===== src/rtl/csmon_pkg.sv =====
/*
  Constants and types for the channel-status and error-flag monitor.
  Assumes a 25 MHz pclk and a receiver front end that delivers decoded
  subframes as strobes on the same clock.
*/
package csmon_pkg;
  localparam int CLK_HZ = 25000000;
  localparam int SHORT_PERSIST_MS = 1000;
  localparam int LONG_PERSIST_MS = 5000;
  localparam int SHORT_PERSIST_CYC = (CLK_HZ / 1000) * SHORT_PERSIST_MS;
  localparam int LONG_PERSIST_CYC = (CLK_HZ / 1000) * LONG_PERSIST_MS;
  localparam int BLOCK_FRAMES = 192;
  localparam int MIN_MEAS_SAMPLES = 2 * BLOCK_FRAMES;
  localparam int CS_BITS = 40;
  localparam int SAMPLE_CNT_W = 10;
  localparam int BIT_IDX_W = 8;
  localparam int PERSIST_W = 28;
  localparam int BIT_FORMAT = 0;
  localparam int BIT_AUDIO_MODE = 1;

  // APB register map (byte addresses)
  localparam logic [7:0] REG_CTRL = 8'h00;
  localparam logic [7:0] REG_FLAGS = 8'h04;
  localparam logic [7:0] REG_CH1_LO = 8'h08;
  localparam logic [7:0] REG_CH1_HI = 8'h0C;
  localparam logic [7:0] REG_CH2_LO = 8'h10;
  localparam logic [7:0] REG_CH2_HI = 8'h14;
  localparam logic [7:0] REG_MARK1_LO = 8'h18;
  localparam logic [7:0] REG_MARK1_HI = 8'h1C;
  localparam logic [7:0] REG_MARK2_LO = 8'h20;
  localparam logic [7:0] REG_MARK2_HI = 8'h24;
  localparam logic [7:0] REG_REF_LO = 8'h28;
  localparam logic [7:0] REG_REF_HI = 8'h2C;

  // CTRL field positions
  localparam int CTRL_ENABLE = 0;
  localparam int CTRL_SINGLE = 1;
  localparam int CTRL_VIDEO_SRC = 2;
  localparam int CTRL_LAYOUT_LSB = 4;
  localparam int CTRL_MARK_LSB = 6;
  localparam int CTRL_PERSIST_LSB = 8;
  localparam int CTRL_START = 31;

  // FLAGS field positions
  localparam int FLG_LOCK = 0;
  localparam int FLG_PARITY = 1;
  localparam int FLG_CRC = 2;
  localparam int FLG_NONPCM = 3;
  localparam int FLG_CHANNEL1_VALIDITY_FLAG = 4;
  localparam int FLG_CHANNEL2_VALIDITY_FLAG = 5;
  localparam int FLG_PRO1 = 6;
  localparam int FLG_PRO2 = 7;
  localparam int FLG_BUSY = 8;

  typedef enum logic [1:0] {LAYOUT_AUTO, LAYOUT_CONSUMER, LAYOUT_PRO} csmon_layout_e;
  typedef enum logic [1:0] {MARK_NONE, MARK_GEN, MARK_CHAN, MARK_CHANGES} csmon_mark_e;
  typedef enum logic [1:0] {PERSIST_SHORT, PERSIST_LONG, PERSIST_FOREVER} csmon_persist_e;
endpackage


===== src/rtl/csmon_monitor.sv =====
/*
  Channel-status gather/decode, change marking and error flags, with an
  APB slave for control and readback.
  Assumes the receiver front end delivers one strobe per subframe on pclk
  with its status, validity and parity-fail bits, a block-start marker and
  a lock level that arrives from outside and is synchronised here.
*/
// Summary of operation
// - Status of channel 1 then channel 2 is gathered in turn, two blocks.
// - A measurement cycle lasts at least 384 samples and until both are complete.
// - With decoding disabled the decoded status is held unchanged.
// - Status bit 0 low means consumer layout, high means professional.
// - Automatic mode picks each channel's layout from its own format bit.
// - Forced modes use the chosen layout and ignore the format bit.
// - Five status bytes per channel are decoded and shown for both channels.
// - The video-link source uses consumer bytes 0 to 4 only.
// - The video-link source reports one status set on both channels.
// - The serial source decodes both channels always.
// - Marking modes: none, differs from generator, differs between channels.
// - Changes mode marks fields changed since the end of the first cycle after a start.
// - Marks expire after one second, five seconds, or never.
// - Starting a measurement clears all marks.
// - Flags are sampled at cycle end and single mode holds them; status updates at each gathered block.
// - A flag returns to no error when the condition is gone at sampling.
// - Non-PCM flag follows status bit 1.
// - Parity flag shows any parity mismatch.
// - Lock flag shows missing valid input.
// - CRC flag reports failures only in professional layout.
// - Each channel's invalid flag follows its validity bit.
// - Loss of lock forces all error flags to error.
module csmon_monitor
  import csmon_pkg::*;
#(
  parameter int SHORT_CYC = SHORT_PERSIST_CYC,
  parameter int LONG_CYC = LONG_PERSIST_CYC
) (
  // Clock, reset, enable
  input wire logic pclk,
  input wire logic presetn,
  input wire logic clk_en,
  // APB slave
  input wire logic psel,
  input wire logic penable,
  input wire logic pwrite,
  input wire logic [7:0] paddr,
  input wire logic [31:0] pwdata,
  output logic [31:0] prdata,
  output logic pready,
  output logic pslverr,
  // Receiver front end
  input wire logic lock_pin,
  input wire logic sub_stb,
  input wire logic sub_chan,
  input wire logic sub_block_start,
  input wire logic sub_status,
  input wire logic sub_validity,
  input wire logic sub_parity_err,
  input wire logic crc_err_stb,
  // Status produced by the internal generator
  input wire logic [CS_BITS-1:0] gen_status,
  // Flag outputs
  output logic channel1_validity_flag,
  output logic channel2_validity_flag,
  output logic meas_done
);
  typedef struct packed {
    logic [1:0] lock_sync;
    logic enable;
    logic single;
    logic video_src;
    csmon_layout_e layout;
    csmon_mark_e mark_mode;
    csmon_persist_e persist;
    logic busy;
    logic [SAMPLE_CNT_W-1:0] samples;
    logic [BIT_IDX_W-1:0] bit_idx;
    logic gather_chan;
    logic gathering;
    logic [1:0] done_ch;
    logic [CS_BITS-1:0] shift;
    logic [CS_BITS-1:0] cs1;
    logic [CS_BITS-1:0] cs2;
    logic [CS_BITS-1:0] ref1;
    logic [CS_BITS-1:0] ref2;
    logic ref_valid;
    logic [CS_BITS-1:0] mark1;
    logic [CS_BITS-1:0] mark2;
    logic [PERSIST_W-1:0] age;
    logic acc_parity;
    logic acc_crc;
    logic acc_inv1;
    logic acc_inv2;
    logic acc_unlock;
    logic [8:0] flags;
    logic [31:0] prdata;
    logic pready;
    logic pslverr;
    logic inv1;
    logic inv2;
    logic done;
  } csmon_state_s;

  csmon_state_s st_ff;
  csmon_state_s nxt_st;

  function automatic logic is_pro(input csmon_layout_e mode, input logic fmt_bit);
    case (mode)
      LAYOUT_CONSUMER: is_pro = 1'b0;
      LAYOUT_PRO: is_pro = 1'b1;
      default: is_pro = fmt_bit;
    endcase
  endfunction

  // Flags read as errors until the first cycle has been sampled
  localparam logic [8:0] RST_FLAGS = 9'h03F;

  // Readback of one 32-bit half of a 40-bit status word
  function automatic logic [31:0] cs_half(input logic [CS_BITS-1:0] word, input logic hi);
    if (hi) begin
      cs_half = {24'h0, word[CS_BITS-1:32]};
    end else begin
      cs_half = word[31:0];
    end
  endfunction

  // CTRL readback: busy shows in the start position
  function automatic logic [31:0] ctrl_word(input csmon_state_s s);
    ctrl_word = '0;
    ctrl_word[CTRL_START] = s.busy;
    ctrl_word[CTRL_PERSIST_LSB +: 2] = 2'(s.persist);
    ctrl_word[CTRL_MARK_LSB +: 2] = 2'(s.mark_mode);
    ctrl_word[CTRL_LAYOUT_LSB +: 2] = 2'(s.layout);
    ctrl_word[CTRL_VIDEO_SRC] = s.video_src;
    ctrl_word[CTRL_SINGLE] = s.single;
    ctrl_word[CTRL_ENABLE] = s.enable;
  endfunction

  // FLAGS readback with the busy bit
  function automatic logic [31:0] flags_word(input csmon_state_s s);
    flags_word = '0;
    flags_word[FLG_BUSY] = s.busy;
    flags_word[FLG_PRO2:FLG_LOCK] = s.flags[FLG_PRO2:FLG_LOCK];
  endfunction

  logic locked;
  logic pro1;
  logic pro2;
  logic [CS_BITS-1:0] diff1;
  logic [CS_BITS-1:0] diff2;
  logic [PERSIST_W-1:0] persist_lim;
  logic apb_acc;

  assign locked = st_ff.lock_sync[1];
  assign pro1 = st_ff.video_src ? 1'b0 : is_pro(st_ff.layout, st_ff.cs1[BIT_FORMAT]);
  // Video-link status is consumer-only
  assign pro2 = st_ff.video_src ? 1'b0 : is_pro(st_ff.layout, st_ff.cs2[BIT_FORMAT]);
  assign apb_acc = psel && penable && !st_ff.pready;
  assign persist_lim = (st_ff.persist == PERSIST_LONG) ? PERSIST_W'(LONG_CYC) : PERSIST_W'(SHORT_CYC);

  always_comb begin
    case (st_ff.mark_mode)
      MARK_GEN: begin
        diff1 = st_ff.cs1 ^ gen_status;
        diff2 = st_ff.cs2 ^ gen_status;
      end
      MARK_CHAN: begin
        diff1 = st_ff.cs1 ^ st_ff.cs2;
        diff2 = st_ff.cs1 ^ st_ff.cs2;
      end
      MARK_CHANGES: begin
        diff1 = st_ff.ref_valid ? (st_ff.cs1 ^ st_ff.ref1) : '0;
        diff2 = st_ff.ref_valid ? (st_ff.cs2 ^ st_ff.ref2) : '0;
      end
      default: begin
        diff1 = '0;
        diff2 = '0;
      end
    endcase
  end

  always_comb begin
    logic start;
    logic sample_end;
    start = 1'b0;
    sample_end = 1'b0;
    nxt_st = st_ff;
    nxt_st.lock_sync = {st_ff.lock_sync[0], lock_pin};
    nxt_st.pready = 1'b0;
    nxt_st.pslverr = 1'b0;
    nxt_st.done = 1'b0;

    // APB access, answered one cycle after the access phase begins
    if (apb_acc) begin
      nxt_st.pready = 1'b1;
      nxt_st.prdata = '0;
      if (pwrite) begin
        if (paddr == REG_CTRL) begin
          nxt_st.enable = pwdata[CTRL_ENABLE];
          nxt_st.single = pwdata[CTRL_SINGLE];
          nxt_st.video_src = pwdata[CTRL_VIDEO_SRC];
          nxt_st.layout = csmon_layout_e'(pwdata[CTRL_LAYOUT_LSB +: 2]);
          nxt_st.mark_mode = csmon_mark_e'(pwdata[CTRL_MARK_LSB +: 2]);
          nxt_st.persist = csmon_persist_e'(pwdata[CTRL_PERSIST_LSB +: 2]);
          start = pwdata[CTRL_START];
        end else begin
          nxt_st.pslverr = 1'b1;
        end
      end else begin
        case (paddr)
          REG_CTRL: begin
            nxt_st.prdata = ctrl_word(st_ff);
          end
          REG_FLAGS: begin
            nxt_st.prdata = flags_word(st_ff);
          end
          REG_CH1_LO: begin
            nxt_st.prdata = cs_half(st_ff.cs1, 1'b0);
          end
          REG_CH1_HI: begin
            nxt_st.prdata = cs_half(st_ff.cs1, 1'b1);
          end
          REG_CH2_LO: begin
            nxt_st.prdata = cs_half(st_ff.cs2, 1'b0);
          end
          REG_CH2_HI: begin
            nxt_st.prdata = cs_half(st_ff.cs2, 1'b1);
          end
          REG_MARK1_LO: begin
            nxt_st.prdata = cs_half(st_ff.mark1, 1'b0);
          end
          REG_MARK1_HI: begin
            nxt_st.prdata = cs_half(st_ff.mark1, 1'b1);
          end
          REG_MARK2_LO: begin
            nxt_st.prdata = cs_half(st_ff.mark2, 1'b0);
          end
          REG_MARK2_HI: begin
            nxt_st.prdata = cs_half(st_ff.mark2, 1'b1);
          end
          REG_REF_LO: begin
            nxt_st.prdata = cs_half(st_ff.ref1, 1'b0);
          end
          REG_REF_HI: begin
            nxt_st.prdata = cs_half(st_ff.ref1, 1'b1);
          end
          default: begin
            nxt_st.pslverr = 1'b1;
          end
        endcase
      end
    end

    // Measurement start, or automatic restart in continuous mode
    if (start || (!st_ff.single && !st_ff.busy && st_ff.enable)) begin
      nxt_st.busy = 1'b1;
      nxt_st.samples = '0;
      // The enable written with the start decides whether status must be gathered
      nxt_st.done_ch = nxt_st.enable ? 2'b00 : 2'b11;
      // A block begun before the start may carry stale status: wait for a fresh one
      nxt_st.gathering = 1'b0;
      nxt_st.acc_parity = 1'b0;
      nxt_st.acc_crc = 1'b0;
      nxt_st.acc_inv1 = 1'b0;
      nxt_st.acc_inv2 = 1'b0;
      nxt_st.acc_unlock = !locked;
    end
    if (start) begin
      nxt_st.mark1 = '0;
      nxt_st.mark2 = '0;
      nxt_st.age = '0;
      nxt_st.ref_valid = 1'b0;
    end

    if (st_ff.busy && !start) begin
      if (!locked) begin
        nxt_st.acc_unlock = 1'b1;
      end
      if (crc_err_stb) begin
        nxt_st.acc_crc = 1'b1;
      end
      if (sub_stb) begin
        if (sub_parity_err) begin
          nxt_st.acc_parity = 1'b1;
        end
        if (sub_validity && !sub_chan) begin
          nxt_st.acc_inv1 = 1'b1;
        end
        if (sub_validity && sub_chan) begin
          nxt_st.acc_inv2 = 1'b1;
        end
        if (!sub_chan && st_ff.samples != SAMPLE_CNT_W'(MIN_MEAS_SAMPLES)) begin
          nxt_st.samples = st_ff.samples + 1'b1;
        end
      end
      // Cycle ends once 384 samples seen and both channels gathered
      if (st_ff.samples == SAMPLE_CNT_W'(MIN_MEAS_SAMPLES) && st_ff.done_ch == 2'b11) begin
        sample_end = 1'b1;
      end
    end

    // Gather one channel per status block, channel 1 first then channel 2
    if (st_ff.enable && sub_stb && sub_chan == st_ff.gather_chan) begin
      if (sub_block_start) begin
        nxt_st.gathering = 1'b1;
        nxt_st.bit_idx = BIT_IDX_W'(1);
        nxt_st.shift = {{(CS_BITS-1){1'b0}}, sub_status};
      end else if (st_ff.gathering && !start) begin
        if (st_ff.bit_idx < BIT_IDX_W'(CS_BITS))
          nxt_st.shift[st_ff.bit_idx[5:0]] = sub_status;
        nxt_st.bit_idx = st_ff.bit_idx + 1'b1;
        if (st_ff.bit_idx == BIT_IDX_W'(BLOCK_FRAMES - 1)) begin
          nxt_st.gathering = 1'b0;
          if (st_ff.video_src) begin
            nxt_st.cs1 = st_ff.shift;
            nxt_st.cs2 = st_ff.shift;
            nxt_st.done_ch = 2'b11;
          end else begin
            if (st_ff.gather_chan) begin
              nxt_st.cs2 = st_ff.shift;
            end else begin
              nxt_st.cs1 = st_ff.shift;
            end
            nxt_st.done_ch[st_ff.gather_chan] = 1'b1;
            nxt_st.gather_chan = !st_ff.gather_chan;
          end
        end
      end
    end
    if (!st_ff.enable) begin
      nxt_st.gathering = 1'b0;
    end

    // Capture of reference status at the first completed cycle after a start
    if (sample_end) begin
      nxt_st.busy = 1'b0;
      nxt_st.done = 1'b1;
      if (!st_ff.ref_valid) begin
        nxt_st.ref1 = st_ff.cs1;
        nxt_st.ref2 = st_ff.cs2;
        nxt_st.ref_valid = 1'b1;
      end
      // Flags track the present condition only: sampled fresh each cycle
      nxt_st.flags[FLG_LOCK] = st_ff.acc_unlock;
      nxt_st.flags[FLG_PARITY] = st_ff.acc_parity || st_ff.acc_unlock;
      nxt_st.flags[FLG_CRC] = (pro1 && st_ff.acc_crc) || st_ff.acc_unlock;
      nxt_st.flags[FLG_NONPCM] = st_ff.cs1[BIT_AUDIO_MODE] || st_ff.acc_unlock;
      nxt_st.flags[FLG_CHANNEL1_VALIDITY_FLAG] = st_ff.acc_inv1 || st_ff.acc_unlock;
      nxt_st.flags[FLG_CHANNEL2_VALIDITY_FLAG] = st_ff.acc_inv2 || st_ff.acc_unlock;
      nxt_st.flags[FLG_PRO1] = pro1;
      nxt_st.flags[FLG_PRO2] = pro2;
      nxt_st.inv1 = st_ff.acc_inv1 || st_ff.acc_unlock;
      nxt_st.inv2 = st_ff.acc_inv2 || st_ff.acc_unlock;
    end

    // Marking with timed persistence
    if (!start) begin
      if ((diff1 & ~st_ff.mark1) != '0 || (diff2 & ~st_ff.mark2) != '0) nxt_st.age = '0;
      else if (st_ff.age != persist_lim) nxt_st.age = st_ff.age + 1'b1;
      nxt_st.mark1 = st_ff.mark1 | diff1;
      nxt_st.mark2 = st_ff.mark2 | diff2;
      if (st_ff.persist != PERSIST_FOREVER && st_ff.age == persist_lim && diff1 == '0 && diff2 == '0) begin
        nxt_st.mark1 = '0;
        nxt_st.mark2 = '0;
        nxt_st.age = '0;
      end
    end
  end

  always_ff @(posedge pclk or negedge presetn) begin
    if (!presetn) begin
      st_ff <= '0;
      st_ff.flags <= RST_FLAGS;
      st_ff.inv1 <= 1'b1;
      st_ff.inv2 <= 1'b1;
    end else if (clk_en) begin
      st_ff <= nxt_st;
    end
  end

  assign prdata = st_ff.prdata;
  assign pready = st_ff.pready;
  assign pslverr = st_ff.pslverr;
  assign channel1_validity_flag = st_ff.inv1;
  assign channel2_validity_flag = st_ff.inv2;
  assign meas_done = st_ff.done;
endmodule


===== config.mk =====
export PLATFORM = sky130hd
export DESIGN_NAME = csmon_monitor
export DESIGN_NICKNAME = d
export VERILOG_FILES = /design/src/rtl/csmon_pkg.sv /design/src/rtl/csmon_monitor.sv
export SDC_FILE = /design/constraint.sdc
export NUM_CORES = 1
export LEC_CHECK = 0
export BUFFER_PORTS_ARGS = -buffer_cell sky130_fd_sc_hd__buf_2
export CAP_MARGIN = 20
export CELL_PAD_IN_SITES_DETAIL_PLACEMENT = 0
export CELL_PAD_IN_SITES_GLOBAL_PLACEMENT = 1
export CORE_ASPECT_RATIO = 0.75
export CORE_MARGIN = 4
export CORE_UTILIZATION = 30
export DETAILED_ROUTE_END_ITERATION = 10
export PLACE_DENSITY = 0.52
export SYNTH_ARGS = -nofsm -noshare
export SYNTH_HDL_FRONTEND = slang
export SYNTH_SLANG_ARGS = --single-unit
export TNS_END_PERCENT = 1

===== constraint.sdc =====
create_clock -name pclk -period 4.75 [get_ports pclk]
set_input_delay 0.475 -clock pclk [delete_from_list [all_inputs] [get_ports pclk]]
set_output_delay 0.475 -clock pclk [all_outputs]
set_load 0.01 [all_outputs]

; Word-level counts from Yosys, hierarchy flattened
; Index checks and enable logic that the tools add are counted.
[classes]
order_cmp = 5
addsub = 3
eq_ne = 26
n_bitwise = 15
n_mux = 68
n_reduce_logical = 52
[op_table]
columns = operator, n
row1 = 32-bit case mux with 12 select lines, 1
row2 = 40-bit 2-to-1 mux, 6
row3 = 80-bit 2-to-1 mux, 3
row4 = 40-bit case mux with 3 select lines, 2
row5 = 108-bit 2-to-1 mux, 2
row6 = 40-bit bitwise XOR, 5
row7 = 132-bit 2-to-1 mux, 1
row8 = 123-bit 2-to-1 mux, 1
row9 = 109-bit 2-to-1 mux, 1
row10 = 40-bit bitwise AND, 2
row11 = 40-bit zero test, 2
row12 = 40-bit inverter, 2
row13 = 40-bit OR, 2
row14 = 40-bit nonzero test, 2
row15 = 28-bit 2-to-1 mux, 2
row16 = 40-bit bitwise mux, 1
row17 = 8-bit by 5-bit equality test with 1-bit output (second input constant), 4
row18 = 8-bit by 6-bit equality test with 1-bit output (second input constant), 4
row19 = 32-bit 2-to-1 mux, 1
row20 = 10-bit 2-to-1 mux, 3
row21 = 28-bit by 1-bit adder with 28-bit output (second input constant), 1
row22 = 28-bit by 27-bit equality test with 1-bit output, 1
row23 = 28-bit by 27-bit inequality test with 1-bit output, 1
row24 = 27-bit 2-to-1 mux, 1
row25 = 40 further kinds, 118
[word_totals]
register_bits = 393
word_cells = 203

; Depth between registers and ports, before layout
[logic_depth]
word_depth = 13
depth_mapped = 15
ltp_nobuf = 10

; Worst setup path after synthesis
; No wires, ideal clock.
[synth_timing]
path_kind = input to register
start = in paddr[7]
end = reg st_ff[240] (netlist name)
n_path_buf = 5
arrival_time_ps = 3326
setup_time_ps = 125
path_stages = 13
t_required_ps = 4625
slack_ps = 1299
cell_sequence = or4_1 clkbuf_1 or4_1 clkbuf_1 and2_1 nand2b_1 clkbuf_1 nor2_1 nand2_1 or2_2 clkbuf_1 buf_2 mux2_2
[synth_via]
elab_chain_cells = 7
[synth_lines]
columns = element, line
row1 = start: declaration, csmon_monitor.sv:45  ; input wire logic [7:0] paddr,
row2 = 8-bit zero test, csmon_monitor.sv:197  ; if (paddr == REG_CTRL) begin
row3 = 1-bit 2-to-1 mux, csmon_monitor.sv:197
row4 = 1-bit 2-to-1 mux, csmon_monitor.sv:196  ; if (pwrite) begin
row5 = 1-bit 2-to-1 mux, csmon_monitor.sv:193  ; if (apb_acc) begin
row6 = 1-bit zero test, --
row7 = 1-bit logical AND, csmon_monitor.sv:307  ; end else if (st_ff.gathering && !start) begin
row8 = 6-bit AND reduction (no line), --
row9 = end signal: assignment, csmon_monitor.sv:376  ; st_ff <= nxt_st;
row10 = end: declaration, csmon_monitor.sv:103  ; csmon_state_s st_ff;
; No other way between the ends.
; A chain may end at the register's enable or synchronous reset.

; Worst setup path in the final report
[layout_timing]
start = reg st_ff[386] (netlist name)
end = reg st_ff[94] (netlist name)
[layout_via]
elab_chain_cells = 7
word_cells_on_any_way = 12
[layout_lines]
columns = element, line
row1 = 2-bit equality test or 2-bit by 1-bit equality test with 1-bit output (tied branches), csmon_monitor.sv:161  ; case (st_ff.mark_mode)
row2 = 40-bit case mux with 3 select lines, csmon_monitor.sv:161
row3 = 40-bit zero test, csmon_monitor.sv:361  ; if (st_ff.persist != PERSIST_FOREVER && st_ff.age == persist_lim && diff1 == '0 && diff2 == '0) begin
row4 = 1-bit logical AND (2 in a row), csmon_monitor.sv:361
row5 = 108-bit 2-to-1 mux (*), csmon_monitor.sv:361
row6 = 108-bit 2-to-1 mux (*), csmon_monitor.sv:356  ; if (!start) begin
; Mark *: on every way between the ends. The rest lies on a longest branch, timed or not.

==> impl_metrics.toml <==
[status]
status = "finished, final reports clean"

[finish]
seq_area_sq_um = 9800
nets = 2444
syn_to_final_growth_pct = 15.5
mostFrequentLayoutCells = "383 x dfrtp_1, 241 x nand2_1, 173 x mux2_2"
post-route-util_pct = 35.3
final_common_cell = "dfrtp_1"
drive_above_1_share_pct = 21.2
multi_input_area_sq_um = 11200
fillers = 7352

[yosys]
async_flop_share_pct = 100
yosys-top-cells-area = "dfrtp_1 44%, mux2_2 8.8%, nand2_1 4.1%"
synth_cells = 2311
synth-seq-cells = 391
ys.flop_type = "dfrtp_1"
syn_area_per_cell_sq_um = 9.58
netlist_area_sq_um = 22100
synth_nets = 2411
synth_top_area_cell = "dfrtp_1"
yosys_warnings = 0
synth.top_cell.area_share_pct = 43.5
synth-seq-area-share_pct = 44.2
ys_types = 76
synth_edf_count = 0

[min_path]
hp-start = "pwdata[8]"
min_path_type = "primary input to flop"

[clock_tree]
clock_path_buffers = 3
cts_max_level = 2
cts_hold_buf = 1
cts_setup_buffers = 0
cts_tree = "done"
cts_root_buf = "clkbuf_16"
cts_sinks = 391
clk_latency_ns = 0.60
numCtsBuffers = 44
cts_resized = 0
clk_pin_slew_ns = 0.06

[global_route]
use_met2_pct = 35.5
grt_pass1_vias = 18800
grt_max_degree = 95
met3_usage_pct = 4.54
overflow = 0
antenna_found_initial = 6
busiest_layer = "met1"
grt_use_met1_pct = 39.7
grtUsageTotal_pct = 25.3
grt_pass1_wl_um = 144000

[sta]
finalCritPeriodShare_pct = 91.7
fmax_mhz = 230
whs_ns = 0.109
maxSlewHeadroom_pct = 20.3
finalClockSkew_ns = 0.0207
layout_setup_ws_ns = 0.396
tightest_slew_ns = 1.19
setup_violations = 0
slew_violations = 0
rsz0062_at_grt = "false"
fin_crit_ns = 4.35
tns_ns = 0
finalHoldViolCount = 0

[critical_path]
end_kind = "flop"
path_class = "flop to flop"
arrival_ns = 4.83
startpoint_type = "flop"
timing.rr.start = "st_ff[386]$_DFFE_PN0P_"
worstPathRequired_ns = 5.22
crit_fanout = 26
cp-startpoint = "st_ff[386]$_DFFE_PN0P_"

[pwr]
p_seq_share_pct = 46.2
pwr-share-clk_pct = 47.8
p_sw_mw = 1.93
max-vdd-ir-drop_mv = 0.262
swShare_pct = 25.3
p_comb_share_pct = 6.0
p_leak_nw = 11.6
intPower_mw = 5.69
powerDensity_nw_per_um2 = 298

[route]
drtPass1Iterations = 8
vias_per_cell = 5.93
drtAntennaViolNets = 0
drt-wirelength-per-cell_um = 30.2
drtIter0Drc = 2338
drt_wl_total_um = 101000
vias = 19800
remaining_drc_errors = 0

[die]
dieArea_sq_um = 78300
ios = 131
fp.coreArea_sq_um = 72400
start_util_pct = 30.6
die_h_um = 243
rows = 85
die-width_um = 322

[place]
globalplace.congestion = 0.931
pre_cts_slack_ns = 0.465
io_buffers = 108
dpl.hpwl_um = 74500

[run]
maxCapViolations = 0
## cell usage after synthesis, types with 40 or more instances
| master | number |
|---|---|
| dfrtp_1 | 385 |
| nand2_1 | 242 |
| mux2_2 | 173 |
| clkbuf_1 | 144 |
| nor2_1 | 128 |
| nand3_1 | 117 |
| o21ai_0 | 84 |
| a21oi_1 | 74 |
| a31oi_1 | 68 |
| xor2_1 | 64 |
| inv_1 | 58 |
| a22oi_1 | 53 |
| xnor2_1 | 49 |
| a22o_1 | 48 |
| o22ai_1 | 43 |
| a222oi_1 | 40 |
| o221ai_1 | 40 |
## path summary, 6_finish.rpt
check | endpoint | slack, ns | cells past startpoint
setup / recovery | st_ff[94]$_DFFE_PN0P_ | 0.40 | 12
hold reg to reg | st_ff[46]$_DFFE_PN0P_ | 0.46 | 1
hold / removal | st_ff[383]$_DFFE_PN0P_ | 0.11 | 2
setup reg to reg | st_ff[94]$_DFFE_PN0P_ | 0.40 | 12
min in group asynchronous | prdata[2]$_DFFE_PN0P_ | 0.46 | 2
max in group asynchronous | st_ff[385]$_DFFE_PN0P_ | 2.98 | 3
## cells by family after synthesis
family,synth area share (%)
AND/OR/NAND/NOR,15.7
AO/OA/AOI/OAI,20.3
flip-flops,44.2
buffers and inverters,5.64
multiplexers,9.30
XOR/XNOR,4.54
adder cells (fa/ha/maj),0.339
## power groups by stage
stage	combinational, mW	sequential [mW]	clock [mW]
global route	0.516	3.53	3.85
CTS	0.468	3.52	3.73
floorplan	0.238	3.53	0
detailed placement	0.466	3.58	0
global placement	0.459	3.58	0
finish	0.461	3.52	3.64
## worst max-delay path, stage by stage, from the launching register on
cell	delay (ns)
dfrtp_4	0.73
buf_4	0.31
inv_2	0.20
a221o_1	0.38
a32o_1	0.29
nor3_1	0.42
nand4_1	0.25
nor4_1	0.33
or4b_4	0.61
a21oi_4	0.21
buf_12	0.15
buf_12	0.18
o2bb2ai_1	0.09
## metrics by stage
stage | instance area [sq um] | std cells | total power, mW
finish | 25600 | 3336 | 7.62
global route | 25600 | 3334 | 7.90
CTS | 25600 | 3333 | 7.72
detailed placement | 24100 | 3253 | 4.04
global placement | 24000 | 3250 | 4.04
floorplan | 22100 | 2311 | 3.77
## sequential cells by signal (all words and copies together) (netlist names)
signal and cells:
pslverr 1, meas_done 1, locked 1, pready 1, prdata 32, nxt_st 1, st_ff 354
## per-layer routing
| metal | routed length, um | share of wire (%) |
|---|---|---|
| met5 | 7 | 0.0069 |
| met4 | 2340 | 2.3 |
| met3 | 8050 | 8.0 |
| met2 | 41300 | 41 |
| met1 | 49200 | 49 |
## layout make-up
cell class	count	share of cell area, %
multi-input cells	1632	43.8
flip-flops and latches	391	38.3
repair buffers	215	6.45
clock buffers	68	5.29
well taps	957	4.68
inverters	60	0.881
clock inverters	11	0.548
diodes	2	0.0196
(Power assumes the default switching activity.)
